### config.mk
export PLATFORM = sky130hd
export DESIGN_NAME = rcd_top
export DESIGN_NICKNAME = d
export VERILOG_FILES = /design/src/core/rcd_pkg.sv /design/src/core/rcd_rate_stage.sv /design/src/core/rcd_out_div.sv /design/src/core/rcd_top.sv
export SDC_FILE = /design/constraint.sdc
export NUM_CORES = 1
export LEC_CHECK = 0
export CORE_MARGIN = 1
export CORE_UTILIZATION = 56
export CTS_CLUSTER_SIZE = 25
export DETAILED_ROUTE_END_ITERATION = 8
export DONT_BUFFER_PORTS = 1
export PLACE_DENSITY = 0.74
export SYNTH_ARGS = -nofsm -noshare
export SYNTH_HDL_FRONTEND = slang
export SYNTH_HIERARCHICAL = 1
export SYNTH_SLANG_ARGS = --single-unit
### constraint.sdc
create_clock -name sys_clk -period 4.3 [get_ports sys_clk]
set_clock_uncertainty 0.2 [all_clocks]
set_input_delay 0.86 -clock sys_clk [delete_from_list [all_inputs] [get_ports sys_clk]]
set_output_delay 0.86 -clock sys_clk [all_outputs]
set_load 0.005 [all_outputs]
### src/core/rcd_pkg.sv
// Shared constants for the rate-converting clock divider block.
// Assumes a single 100 MHz system clock standing in for the master oscillator.
package rcd_pkg;
	// System clock rate and the 1 kHz base tick derived from it
	localparam int unsigned SYS_CLK_HZ = 100000000;
	localparam int unsigned BASE_TICK_HZ = 1000;
	localparam int unsigned BASE_TICK_CYC = SYS_CLK_HZ / BASE_TICK_HZ;
	localparam int CNT_W = 16;
	localparam int ACC_W = 18;
	localparam int SKEW_W = 4;
	localparam int SKEW_TAPS = 16;
	localparam int N_DIV = 4;
	localparam int N_SE = 2;
	// Reference input mode register
	localparam logic [7:0] REF_CFG_ADDR = 8'h0A;
	localparam logic [7:0] REF_CFG_RST = 8'h01;
	localparam int REF0_DIFF_BIT = 0;
	localparam int REF1_DIFF_BIT = 1;
	// Master clock strap code
	localparam logic [1:0] STRAP_24M576 = 2'h3;
	// Output driver source selection
	localparam logic [1:0] DRV_DIVIDER = 2'h0;
	localparam logic [1:0] DRV_OSC = 2'h1;
	localparam logic [1:0] DRV_XTAL = 2'h2;
	// Synchroniser vector layout
	localparam int SY_REF = 0;
	localparam int SY_STRAP = 2;
	localparam int SY_STOP = 4;
	localparam int SY_OSC = 6;
	localparam int SY_XTAL = 7;
	localparam int SY_W = 8;
	// Ratio reset value
	localparam logic [CNT_W-1:0] RATIO_RST = 16'h0001;
	// Strap capture sequence
	typedef enum logic [1:0] {ST_HOLD, ST_CAPT, ST_RUN} rcd_strap_e;
endpackage

### src/core/rcd_rate_stage.sv
// One fractional rate stage: out rate = in rate * mul / div.
// Assumes in_tick is a one-cycle pulse on sys_clk.
`timescale 1ns/1ps
`default_nettype none
module rcd_rate_stage
	import rcd_pkg::*;
(
	input wire logic sys_clk,
	input wire logic rst,
	input wire logic in_tick,
	input wire logic [CNT_W-1:0] mul,
	input wire logic [CNT_W-1:0] div,
	output logic out_tick_ff
);
	// Phase accumulator and the ratio in use
	logic [ACC_W-1:0] acc_ff;
	logic [CNT_W-1:0] mul_act_ff;
	logic [CNT_W-1:0] div_act_ff;
	logic primed_ff;
	// Division by zero is treated as division by one
	wire [CNT_W-1:0] div_safe = (div_act_ff == '0) ? RATIO_RST : div_act_ff;
	wire fire = acc_ff >= {2'h0, div_safe};
	wire [ACC_W-1:0] add_term = in_tick ? {2'h0, mul_act_ff} : '0;
	wire [ACC_W-1:0] sub_term = fire ? {2'h0, div_safe} : '0;
	wire [ACC_W-1:0] nxt_acc = acc_ff + add_term - sub_term;
	// New ratio only at an output boundary or the first cycle out of reset, so no short period appears;
	// an idle stage (zero multiplier) has no boundary and takes it at once
	wire take = fire || !primed_ff || (mul_act_ff == '0);

	// Accumulate, emit and reload
	always_ff @(posedge sys_clk) begin
		if (rst) begin
			acc_ff <= '0;
			mul_act_ff <= RATIO_RST;
			div_act_ff <= RATIO_RST;
			primed_ff <= 1'b0;
			out_tick_ff <= 1'b0;
		end else begin
			acc_ff <= nxt_acc;
			out_tick_ff <= fire;
			primed_ff <= 1'b1;
			if (take) begin
				mul_act_ff <= mul;
				div_act_ff <= div;
			end
		end
	end

	a_ratio_hold: assert property (@(posedge sys_clk) disable iff (rst)
		(primed_ff && !fire && mul_act_ff != '0) |=> $stable(mul_act_ff) && $stable(div_act_ff))
		else $error("ratio changed between boundaries");
	a_tick_cause: assert property (@(posedge sys_clk) disable iff (rst)
		$rose(out_tick_ff) |-> $past(acc_ff) >= {2'h0, $past(div_safe)})
		else $error("output tick without accumulator overflow");
endmodule
`default_nettype wire

### src/core/rcd_out_div.sv
// One 50% duty output divider with optional coarse skew and stop.
// Assumes tick is a one-cycle pulse from the synthesis engine.
`timescale 1ns/1ps
`default_nettype none
module rcd_out_div
	import rcd_pkg::*;
#(
	parameter bit SE = 1'b0
)(
	input wire logic sys_clk,
	input wire logic rst,
	input wire logic tick,
	input wire logic [CNT_W-1:0] half_cnt,
	input wire logic [SKEW_W-1:0] skew,
	input wire logic stop,
	input wire logic stop_lvl,
	output logic clk_out_ff
);
	// Half-period counter and current level
	logic [CNT_W-1:0] cnt_ff;
	logic [CNT_W-1:0] half_act_ff;
	logic level_ff;
	logic [SKEW_TAPS-1:0] dly_ff;
	wire [CNT_W-1:0] half_safe = (half_act_ff == '0) ? RATIO_RST : half_act_ff;
	// Freeze only once the chosen level is reached: no runt pulse
	wire frozen = SE && stop && (level_ff == stop_lvl);
	wire at_end = tick && (cnt_ff == half_safe - RATIO_RST);
	wire toggle = at_end && !frozen;
	// Skew taps exist on single-ended dividers only
	wire [SKEW_W-1:0] skew_eff = SE ? skew : '0;
	wire nxt_out = (skew_eff == '0) ? level_ff : dly_ff[skew_eff - 4'h1];

	// Count ticks, toggle at half period, reload ratio at the edge
	always_ff @(posedge sys_clk) begin
		if (rst) begin
			cnt_ff <= '0;
			half_act_ff <= RATIO_RST;
			level_ff <= 1'b0;
		end else if (frozen) begin
			cnt_ff <= '0;
		end else if (toggle) begin
			cnt_ff <= '0;
			level_ff <= !level_ff;
			half_act_ff <= half_cnt;
		end else if (tick) begin
			cnt_ff <= cnt_ff + 16'h0001;
		end
	end

	// Delay line of whole sys_clk periods
	always_ff @(posedge sys_clk) begin
		if (rst) begin
			dly_ff <= '0;
			clk_out_ff <= 1'b0;
		end else begin
			dly_ff <= {dly_ff[SKEW_TAPS-2:0], level_ff};
			clk_out_ff <= nxt_out;
		end
	end

	a_level_cause: assert property (@(posedge sys_clk) disable iff (rst)
		(level_ff != $past(level_ff)) |-> $past(tick) && !$past(frozen))
		else $error("divider level changed without a terminal tick");
	a_stop_hold: assert property (@(posedge sys_clk) disable iff (rst)
		frozen |=> level_ff == $past(stop_lvl))
		else $error("stopped divider left its stop level");
endmodule
`default_nettype wire

### src/core/rcd_top.sv
// Rate conversion, synthesis ratio, output dividers and strap capture.
// Assumes pins arrive asynchronously; ratio and control inputs are on sys_clk.
`timescale 1ns/1ps
`default_nettype none
//
// Function
// Rate conversion via 16-bit forward/feedback dividers
// Ratio may scale frequency up or down
// Switch between normal and FEC ratio
// Single or cascaded two-step ratio conversion
// Synthesis output is M over N kHz
// Oscillator trim accepted only while locked
// Four independent output divider engines
// Differential dividers give 50% duty clocks
// Other dividers give 50% duty clocks
// Single-ended outputs skew in whole clock steps
// Single-ended outputs stop on chosen edge
// Mux routes oscillator or crystal to drivers
// Reference modes reset diff/single, register 0x0A
// Master clock strap sampled after reset release
// System holds straps high 50 ms
// Strap value 3 selects 24.576 MHz
// Monitor measures references against master clock; only ref0 is counted here
// Free-run and holdover use master clock only
// Stop pin ORed with stop register bit
// System holds reset at least 2 ms
// Stop completes half period, restarts same level
// New ratios taken at cycle boundary
module rcd_top
	import rcd_pkg::*;
#(
	parameter int unsigned TICK_CYC = BASE_TICK_CYC
)(
	input wire logic sys_clk,
	input wire logic rst,
	input wire logic [1:0] ref_pin,
	input wire logic [1:0] strap_pin,
	input wire logic [N_SE-1:0] stop_pin,
	input wire logic osc_pin,
	input wire logic xtal_pin,
	input wire logic [7:0] cfg_addr,
	input wire logic [7:0] cfg_wdata,
	input wire logic cfg_we,
	input wire logic dpll_locked,
	input wire logic fec_sel,
	input wire logic cascade_en,
	input wire logic [CNT_W-1:0] fwd_div_norm,
	input wire logic [CNT_W-1:0] fb_div_norm,
	input wire logic [CNT_W-1:0] fwd_div_fec,
	input wire logic [CNT_W-1:0] fb_div_fec,
	input wire logic [CNT_W-1:0] fwd_div_casc,
	input wire logic [CNT_W-1:0] fb_div_casc,
	input wire logic [CNT_W-1:0] synth_m,
	input wire logic [CNT_W-1:0] synth_n,
	input wire logic [7:0] dco_trim,
	input wire logic [N_DIV-1:0][CNT_W-1:0] div_half,
	input wire logic [N_SE-1:0][SKEW_W-1:0] se_skew,
	input wire logic [N_SE-1:0] stop_reg,
	input wire logic [N_SE-1:0] stop_edge,
	input wire logic [N_SE-1:0] stop_pin_en,
	input wire logic [N_DIV-1:0][1:0] drv_sel,
	output logic [7:0] cfg_rdata_ff,
	output logic [1:0] ref_diff_ff,
	output logic [1:0] strap_ff,
	output logic mclk_ok_ff,
	output logic dpll_tick_ff,
	output logic [CNT_W-1:0] ref_freq_ff,
	output logic [N_DIV-1:0] clk_out_ff
);
	// Two-stage synchroniser plus an edge history stage
	logic [SY_W-1:0] sync_a_ff;
	logic [SY_W-1:0] sync_b_ff;
	logic [SY_W-1:0] hist_ff;
	// Base tick counter and strap sequence
	logic [16:0] tick_cnt_ff;
	logic base_tick_ff;
	rcd_strap_e strap_st_ff;
	rcd_strap_e nxt_strap_st;
	// Reference input mode register
	logic [7:0] ref_cfg_ff;
	// Reference edge counter for the monitor
	logic [CNT_W-1:0] mon_cnt_ff;

	// Rising edges of synchronised references
	wire [1:0] ref_rise = sync_b_ff[SY_REF +: 2] & ~hist_ff[SY_REF +: 2];
	wire [1:0] strap_s = sync_b_ff[SY_STRAP +: 2];
	wire [N_SE-1:0] stop_s = sync_b_ff[SY_STOP +: N_SE];
	wire osc_s = sync_b_ff[SY_OSC];
	wire xtal_s = sync_b_ff[SY_XTAL];
	wire [16:0] tick_last = 17'(TICK_CYC - 1);

	// Register decode
	wire cfg_hit = (cfg_addr == REF_CFG_ADDR);
	wire cfg_wr = cfg_we && cfg_hit;
	wire [7:0] nxt_rdata = cfg_hit ? ref_cfg_ff : 8'h00;

	// Without lock the DPLL runs from the master-derived base tick
	wire src_tick = dpll_locked ? ref_rise[0] : base_tick_ff;
	// Normal or FEC ratio pair, taken up inside the stage at a boundary
	wire [CNT_W-1:0] a_mul = fec_sel ? fb_div_fec : fb_div_norm;
	wire [CNT_W-1:0] a_div = fec_sel ? fwd_div_fec : fwd_div_norm;
	wire a_tick;
	wire b_tick;
	wire nxt_dpll_tick = cascade_en ? b_tick : a_tick;

	// Trim ignored while free-running or in holdover
	wire [CNT_W-1:0] trim_eff = dpll_locked ? {{8{dco_trim[7]}}, dco_trim} : '0;
	wire [CNT_W-1:0] m_eff = synth_m + trim_eff;
	wire synth_tick;
	// Stop request: register bit OR enabled pin
	wire [N_SE-1:0] se_stop = stop_reg | (stop_pin_en & stop_s);
	wire [N_DIV-1:0] div_out;
	logic [N_DIV-1:0] nxt_clk_out;

	// Synchronisers; first stage feeds only the second. They run through
	// reset so the strap capture right after release sees the held pins
	always_ff @(posedge sys_clk) begin
		sync_a_ff <= {xtal_pin, osc_pin, stop_pin, strap_pin, ref_pin};
		sync_b_ff <= sync_a_ff;
		hist_ff <= sync_b_ff;
	end

	// Base 1 kHz tick from the master clock
	always_ff @(posedge sys_clk) begin
		if (rst || tick_cnt_ff == tick_last) begin
			tick_cnt_ff <= '0;
		end else begin
			tick_cnt_ff <= tick_cnt_ff + 17'h00001;
		end
	end

	// Tick pulse registered off the counter wrap
	always_ff @(posedge sys_clk) begin
		if (rst) begin
			base_tick_ff <= 1'b0;
		end else begin
			base_tick_ff <= (tick_cnt_ff == tick_last);
		end
	end

	// Strap sequence: hold in reset, capture once, then run
	always_comb begin
		nxt_strap_st = strap_st_ff;
		case (strap_st_ff)
			ST_HOLD: nxt_strap_st = ST_CAPT;
			ST_CAPT: nxt_strap_st = ST_RUN;
			ST_RUN: nxt_strap_st = ST_RUN;
			default: nxt_strap_st = ST_HOLD;
		endcase
	end

	// Strap state and captured value; reset drives constants only
	always_ff @(posedge sys_clk) begin
		if (rst) begin
			strap_st_ff <= ST_HOLD;
			strap_ff <= 2'h0;
			mclk_ok_ff <= 1'b0;
		end else begin
			strap_st_ff <= nxt_strap_st;
			if (strap_st_ff == ST_CAPT) begin
				strap_ff <= strap_s;
				mclk_ok_ff <= (strap_s == STRAP_24M576);
			end
		end
	end

	// Reference mode register and read port
	always_ff @(posedge sys_clk) begin
		if (rst) begin
			ref_cfg_ff <= REF_CFG_RST;
			cfg_rdata_ff <= 8'h00;
		end else begin
			if (cfg_wr) begin
				ref_cfg_ff <= cfg_wdata;
			end
			cfg_rdata_ff <= nxt_rdata;
		end
	end

	// Mode outputs to the input buffers
	always_ff @(posedge sys_clk) begin
		if (rst) begin
			ref_diff_ff <= 2'h1;
		end else begin
			ref_diff_ff <= {ref_cfg_ff[REF1_DIFF_BIT], ref_cfg_ff[REF0_DIFF_BIT]};
		end
	end

	// Count ref0 edges per master-derived window of 1 ms
	always_ff @(posedge sys_clk) begin
		if (rst) begin
			mon_cnt_ff <= '0;
			ref_freq_ff <= '0;
		end else if (base_tick_ff) begin
			ref_freq_ff <= mon_cnt_ff;
			mon_cnt_ff <= {15'h0000, ref_rise[0]};
		end else if (ref_rise[0] && mon_cnt_ff != 16'hFFFF) begin
			mon_cnt_ff <= mon_cnt_ff + 16'h0001; // Saturates, no wrap
		end
	end

	// First ratio stage: normal or FEC
	rcd_rate_stage u_stage_a (
		.sys_clk(sys_clk),
		.rst(rst),
		.in_tick(src_tick),
		.mul(a_mul),
		.div(a_div),
		.out_tick_ff(a_tick)
	);

	// Optional cascaded second ratio stage
	rcd_rate_stage u_stage_b (
		.sys_clk(sys_clk),
		.rst(rst),
		.in_tick(a_tick),
		.mul(fb_div_casc),
		.div(fwd_div_casc),
		.out_tick_ff(b_tick)
	);

	// Synthesis engine: M/N times the 1 kHz base
	rcd_rate_stage u_synth (
		.sys_clk(sys_clk),
		.rst(rst),
		.in_tick(base_tick_ff),
		.mul(m_eff),
		.div(synth_n),
		.out_tick_ff(synth_tick)
	);

	// DPLL output tick
	always_ff @(posedge sys_clk) begin
		if (rst) begin
			dpll_tick_ff <= 1'b0;
		end else begin
			dpll_tick_ff <= nxt_dpll_tick;
		end
	end

	// Dividers 0,1 differential; 2,3 single-ended with skew and stop
	genvar gi;
	generate
		for (gi = 0; gi < N_DIV; gi++) begin : g_div
			localparam bit IS_SE = (gi >= N_DIV - N_SE);
			localparam int SI = IS_SE ? gi - (N_DIV - N_SE) : 0;
			rcd_out_div #(.SE(IS_SE)) u_div (
				.sys_clk(sys_clk),
				.rst(rst),
				.tick(synth_tick),
				.half_cnt(div_half[gi]),
				.skew(IS_SE ? se_skew[SI] : 4'h0),
				.stop(IS_SE ? se_stop[SI] : 1'b0),
				.stop_lvl(IS_SE ? stop_edge[SI] : 1'b0),
				.clk_out_ff(div_out[gi])
			);
		end
	endgenerate

	// Output mux per driver
	always_comb begin
		nxt_clk_out = '0;
		for (int i = 0; i < N_DIV; i++) begin
			case (drv_sel[i])
				DRV_DIVIDER: nxt_clk_out[i] = div_out[i];
				DRV_OSC: nxt_clk_out[i] = osc_s;
				DRV_XTAL: nxt_clk_out[i] = xtal_s;
				default: nxt_clk_out[i] = 1'b0;
			endcase
		end
	end

	// Registered driver outputs
	always_ff @(posedge sys_clk) begin
		if (rst) begin
			clk_out_ff <= '0;
		end else begin
			clk_out_ff <= nxt_clk_out;
		end
	end

	a_cfg_reset: assert property (@(posedge sys_clk)
		rst |=> ref_cfg_ff == REF_CFG_RST)
		else $error("reference mode register not at reset value");
	a_strap_capt: assert property (@(posedge sys_clk) disable iff (rst)
		strap_st_ff == ST_CAPT |=> mclk_ok_ff == ($past(strap_s) == STRAP_24M576))
		else $error("master clock strap decoded wrongly");
	a_strap_time: assert property (@(posedge sys_clk)
		$fell(rst) |-> strap_st_ff == ST_HOLD ##1 strap_st_ff == ST_CAPT ##1 strap_st_ff == ST_RUN)
		else $error("strap not sampled right after reset release");
	a_trim_gate: assert property (@(posedge sys_clk) disable iff (rst)
		!dpll_locked |-> m_eff == synth_m)
		else $error("trim applied while not locked");
	a_stop_or: assert property (@(posedge sys_clk) disable iff (rst)
		(stop_reg[0] || (stop_pin_en[0] && stop_s[0])) |-> se_stop[0])
		else $error("stop pin not ORed into stop request");
	a_mon_latch: assert property (@(posedge sys_clk) disable iff (rst)
		base_tick_ff |=> ref_freq_ff == $past(mon_cnt_ff))
		else $error("reference count not latched at window end");
	a_diff_follow: assert property (@(posedge sys_clk) disable iff (rst)
		ref_diff_ff == {$past(ref_cfg_ff[REF1_DIFF_BIT]), $past(ref_cfg_ff[REF0_DIFF_BIT])})
		else $error("reference mode outputs do not follow the register");
endmodule
`default_nettype wire

==> out/qor.yml, run 1 <==
status:
  outcome: "finished with violations"
  violations: "setup timing"
die:
  dieHeight_um: 214
  rows: 77
  start_util: 0.570
  die_w_um: 214
  core_um2: 44300
  die_area_um2: 45900
  boundaryPins: 286
drt:
  postRouteAntennaNets: 0
  wl_um: 64400
  wl_met1_um: 27200
  drt-pass1-iter-count: 5
  drtIter0Drc: 1184
  drc_errors: 0
  viasPerCell: 5.75
  highest_layer: "met5"
  wl_per_cell_um: 17.8
  met3_length_um: 3210
  wl_met2_um: 31900
  dr_total_vias: 20827
layout:
  syn_to_final_growth_pct: 18.5
  stdcell_count: 3625
  multi_input_area_um2: 16500
  stdcell_area_um2: 29900
  drive_gt1_frac: 0.209
  fillers: 3434
  final_nets: 3429
  final_core_util: 0.675
  seq_area_um2: 8360
setup_path:
  cp-endpoint: "u_stage_b/acc_ff[12]"
  crit_type: "reg2reg"
  r2r.worst_path.cells: 19
  cp-end-kind: "register"
  crit_arrival_ns: 4.88
  reg2reg_from: "u_stage_b/div_act_ff[7]"
  r2r_slack_ns: -0.31
  crit_family: "simple AND/OR/NAND/NOR gates"
  cp_cell_sequence: "nor4_4, a41o_1, ha_1, nor2_1, a211oi_1, o21a_1, or3_4, buf_6, and2_4, fa_1, buf_4, fa_2, nor2b_4, o2111ai_2, nand3_2, o41ai_4, buf_6, o21bai_1, mux2_1"
  path_max_fanout: 5
  cp_data_required_time_ns: 4.57
  path_depth: 19
  critPathBufInv: 3
  r2r_end: "u_stage_b/acc_ff[12]"
  crit_path_start: "u_stage_b/div_act_ff[7]"
  crit_path_frequent_cell: "buf_6"
  cpMaxStageDelayCell: "fa_1"
  critPathLaunchType: "register"
  cp_slowest_stage_delay_ns: 0.49
power_and_ir_drop:
  clockPowerShare: 0.164
  swShare: 0.405
  comb_power_share: 0.627
  intPower_mw: 14.5
  power_density_nw_per_um2: 815
  p_switching_mw: 9.88
  seq_power_share: 0.210
  ir_drop_v: 0.000627
  p_leak_nw: 12.2
clock_tree:
  cts.clk_slew.worst_paths_ns: 0.06
  root_buffer: "clkbuf_16"
  clockBufferDepth: 3
  htree_num_levels: 2
  cts_sinks: 417
  clk_latency_ns: 0.59
  numCtsBuffers: 47
  cts_tree: "done"
timing:
  tightestPinTransition_ns: 1.41
  setup_slack_ns: -0.314
  relSlewSlack: 0.0628
  period_minus_slack_ns: 4.61
  drv_slew: 0
  hold_viol: 0
  fmax_mhz: 217
  worst_hold_slack_ns: 0.0967
  rsz0062_at_grt: "true"
  fin_crit_sh: 1.07
  report.final.setup_viol: 29
  setup-tns-final_ns: -5.39
yosys:
  ys_warn_count: 6
  netlist_instances: 2841
  synth_nets: 3273
  syn_area_um2: 25200
  synth_area_per_cell_um2: 8.88
placed_design:
  place_area_um2: 27000
  place_inst: 3494
  gp_congestion: 0.919
  port_buffers: 0
  dp_hpwl_um: 45200
flow_run:
  cap_violations: 0
grt:
  grt_pass1_wl_um: 103000
  grt_use_total: 0.269
  grt_max_degree: 364
  antenna_found_initial: 4
  grt_remaining_overflow: 0
  grt_pass1_vias: 21046
hold_path:
  min_path_type: "in2reg"
-- worst register-to-register path, cell delays in order, from the launching register on --
cell	delay (ns)
dfxtp_2	0.33
nor4_4	0.32
a41o_1	0.23
ha_1	0.23
nor2_1	0.09
a211oi_1	0.07
o21a_1	0.19
or3_4	0.38
buf_6	0.14
and2_4	0.15
fa_1	0.49
buf_4	0.17
fa_2	0.40
nor2b_4	0.15
o2111ai_2	0.12
nand3_2	0.12
o41ai_4	0.07
buf_6	0.16
o21bai_1	0.16
mux2_1	0.34
-- cell usage in the layout (no fill, tap or decap), drive strengths merged, types with 6 or more instances in the layout --
master,n
nand4,41
dfxtp,417
a211oi,20
fa,49
a31oi,10
and3,24
mux2i,160
xor2,104
o41ai,19
a21o,34
xnor2,98
clkinv,13
ha,131
a21oi,97
o21ai,83
nor3,87
nor2b,70
nor2,301
nor4,50
and4,11
clkbuf,63
o31ai,11
mux4,10
nor3b,6
o211ai,40
nand2,172
o21bai,6
or4,17
buf,238
or2,10
nand2b,69
mux2,53
nand3,117
inv,237
a211o,6
and2,55
o21a,11
or3,15
a41oi,7
-- how the worst min path moves through the flow --
stage | startpoint | to | slack [ns] | cells after the start
after floorplan | sync_a_ff[0] | sync_b_ff[0] | 0.11 | 0
after global placement | sync_a_ff[4] | sync_b_ff[4] | 0.11 | 0
after detailed placement | sync_a_ff[3] | sync_b_ff[3] | 0.11 | 0
after CTS | stop_pin[0] | sync_a_ff[4] | 0.06 | 0
after global routing | stop_pin[0] | sync_a_ff[4] | 0.06 | 0
final | stop_pin[0] | sync_a_ff[4] | 0.1 | 0
-- sequential cells by signal, indices dropped and copies added, names as in the netlist, 17 cells and up --
signal                   cells
tick_cnt_ff                 17
u_stage_a/acc_ff            18
g_div.u_div/dly_ff          32
u_synth/acc_ff              18
u_stage_b/acc_ff            18
g_div.u_div/cnt_ff          64
g_div.u_div/half_act_ff     64
-- what timing repair did --
item,CTS,global route
endpoints found under the setup margin,34,80
pin swaps,79,87
cloned,1,0
endpoints found under the hold margin,0,0
hold buffers,0,0
buffers inserted,27,27
resized for setup,132,90
-- layout make-up --
class / instances / share of cell area
multi-input combinational: 2060 / 0.552
timing repair buffer: 238 / 0.0632
clock inverter: 21 / 0.00670
antenna: 1 / 0.0000837
clock buffer: 63 / 0.0440
tap: 592 / 0.0248
sequential: 417 / 0.280
inverter: 233 / 0.0293
-- metal layers --
metal | global-route usage | up-vias
met5 | 0 | -
met3 | 0.0496 | 164
met1 | 0.327 | 9997
met2 | 0.474 | 557
met4 | 0.0940 | 6
li1 | - | 10103
-- power by group through the flow --
stage               Clock [mW]  Combinational, mW  Sequential, mW
detailed placement           0               11.9            5.14
finish                    3.99               15.3            5.11
global route              4.25               16.5            5.17
CTS                       4.09               13.5            5.09
floorplan                    0               8.48            4.91
global placement             0               11.4            5.12
-- metrics by stage --
| stage | setup WS [ns] | total power [mW] |
|---|---|---|
| after CTS | -0.283 | 22.7 |
| after detailed placement | -0.572 | 17.0 |
| final | -0.314 | 24.4 |
| after global routing | -0.568 | 26.0 |
| after floorplan | -0.0177 | 13.4 |
| after global placement | -0.502 | 16.6 |
Power figures use the tool's default switching activity.
==> inputs of run 2 (changes only) <==
Settings changed: CELL_PAD_IN_SITES_DETAIL_PLACEMENT set to 0, CELL_PAD_IN_SITES_GLOBAL_PLACEMENT set to 1, CORE_UTILIZATION 56 to 45, GPL_TIMING_DRIVEN set to 1, PLACE_DENSITY 0.74 to unset, PLACE_DENSITY_LB_ADDON set to 0.1.
==> run 2 against run 1 <==
  * Non-clock buffer count up 1
  * Cell area up 1.7%
  * The run still ends with setup timing left
  * Final cell count up 4.5%
==> out/qor.yml, run 2 (same netlist as run 1, synthesis figures left out) <==
status:
  outcome: "finished with violations"
  violations: "setup timing"
timing:
  fin_crit_sh: 1.05
  setup-tns-final_ns: -1.56
  worst_hold_slack_ns: 0.0916
  report.final.setup_viol: 19
  relSlewSlack: 0.203
  hold_viol: 0
  rsz0062_at_grt: "true"
  tightestPinTransition_ns: 1.19
  fmax_mhz: 222
  drv_slew: 0
  period_minus_slack_ns: 4.50
  setup_slack_ns: -0.199
die:
  die_w_um: 239
  start_util: 0.456
  die_area_um2: 57000
  rows: 86
  boundaryPins: 286
  dieHeight_um: 239
  core_um2: 55300
setup_path:
  cpMaxStageDelayCell: "fa_1"
  crit_path_start: "u_stage_a/div_act_ff[6]"
  cp-endpoint: "u_stage_a/acc_ff[17]"
  reg2reg_from: "u_stage_a/div_act_ff[6]"
  r2r_slack_ns: -0.20
  cp_data_required_time_ns: 4.58
  cp_cell_sequence: "nor4_2, buf_4, a41o_1, ha_1, nor2_1, a211oi_1, o21a_1, or3_4, buf_6, and2_4, fa_1, inv_2, ha_4, o211ai_1, o211ai_1, o211ai_1, o211ai_1, a221oi_2, mux2_1"
  crit_type: "reg2reg"
  r2r.worst_path.cells: 19
  r2r_end: "u_stage_a/acc_ff[17]"
  critPathLaunchType: "register"
  path_max_fanout: 4
  cp-end-kind: "register"
  crit_arrival_ns: 4.78
  cp_slowest_stage_delay_ns: 0.49
  crit_path_frequent_cell: "o211ai_1"
drt:
  drc_errors: 0
  drt-pass1-iter-count: 5
  drtIter0Drc: 894
  wl_per_cell_um: 16.9
  postRouteAntennaNets: 0
  wl_um: 64200
  viasPerCell: 5.33
  dr_total_vias: 20201
grt:
  grt_pass1_wl_um: 104000
  grt_pass1_vias: 20249
  grt_max_degree: 364
  antenna_found_initial: 3
  grt_use_total: 0.224
  grt_remaining_overflow: 0
clock_tree:
  numCtsBuffers: 49
  cts_sinks: 417
  clockBufferDepth: 3
  root_buffer: "clkbuf_16"
  cts.clk_slew.worst_paths_ns: 0.06
  cts_hold_buf: 0
  cts_tree: "done"
  clk_latency_ns: 0.59
  htree_num_levels: 2
flow_run:
  cap_violations: 0
layout:
  final_cell_mix: "408 x dfxtp_1, 287 x nor2_1, 214 x buf_4"
  final_nets: 3433
  syn_to_final_growth_pct: 20.4
  final_common_cell: "dfxtp_1"
  drive_gt1_frac: 0.217
  largestRegisters: "g_div.u_div/cnt_ff x64, g_div.u_div/half_act_ff x64, g_div.u_div/dly_ff x32"
power_and_ir_drop:
  ir_drop_v: 0.000533
  p_leak_nw: 12.3
  power_density_nw_per_um2: 805
hold_path:
  min_path_type: "in2reg"
  min_path_cells: 0
placed_design:
  port_buffers: 0
  gp_congestion: 0.863
  dp_hpwl_um: 47100
run 2: cell types whose count changed in the layout (fill, tap and decap cells not counted), sizes merged:
cell / previous run / this run
bufinv: 3 / 7
inv: 237 / 235
buf: 238 / 239
or3: 15 / 16
clkbuf: 63 / 67
clkinvlp: 1 / 2
clkinv: 13 / 11
run 2: where the power goes:
group	leakage, nW	switching, mW	internal (mW)
clock	0.848	1.71	2.71
combinational	8.05	7.31	7.63
sequential	3.42	0.599	4.51
total	12.3	9.62	14.8
run 2: layer usage:
layer	global-route usage	wire, um	vias to the layer above
met5	0	9	-
met4	0.0742	1800	2
met3	0.0355	2390	95
met2	0.379	30900	314
met1	0.289	29100	9682
li1	-	-	10108
run 2: how the worst min path moves through the flow:
stage                            start           end
after global routing       stop_pin[1]  sync_a_ff[5]
final                      stop_pin[1]  sync_a_ff[5]
after detailed placement  sync_a_ff[7]  sync_b_ff[7]
after global placement    sync_a_ff[5]  sync_b_ff[5]
after CTS                 strap_pin[1]  sync_a_ff[3]
after floorplan           sync_a_ff[0]  sync_b_ff[0]
run 2: layout make-up:
class / count / area (um2)
antenna: 1 / 2.50
clock buffer: 67 / 1400
clock inverter: 22 / 320
fill: 5137 / 24900
inverter: 233 / 875
multi-input combinational: 2061 / 16600
sequential: 417 / 8360
tap: 748 / 936
timing repair buffer: 239 / 1910
run 2: worst max-delay path, delay by kind of cell, from the launching register on:
family | cells | cell delay (ns)
AOI/OAI and AO/OA | 8 | 1.39
adders and majority gates | 3 | 0.99
and+or+nand+nor | 4 | 0.82
buffers and inverters | 3 | 0.34
DFF | 1 | 0.32
muxes | 1 | 0.31
run 2: repair_timing:
item,CTS,global route
buffers inserted,25,9
cloned,3,0
endpoints found under the setup margin,36,78
pin swaps,102,67
resized for setup,154,84
run 2: metrics by stage:
stage / instances / power, mW / setup slack [ns] / cell area [um2] / util
4_1_cts: 3783 / 23.6 / -0.295 / 30000 / 0.542
2_1_floorplan: 2841 / 13.4 / -0.0177 / 25500 / -
6_report: 3788 / 24.5 / -0.199 / 30400 / 0.550
5_1_grt: 3788 / 26.3 / -0.427 / 30400 / 0.550
3_5_place_dp: 3672 / 17.3 / -0.657 / 27300 / 0.494
3_3_place_gp: 3672 / 17.0 / -0.603 / 27300 / 0.494
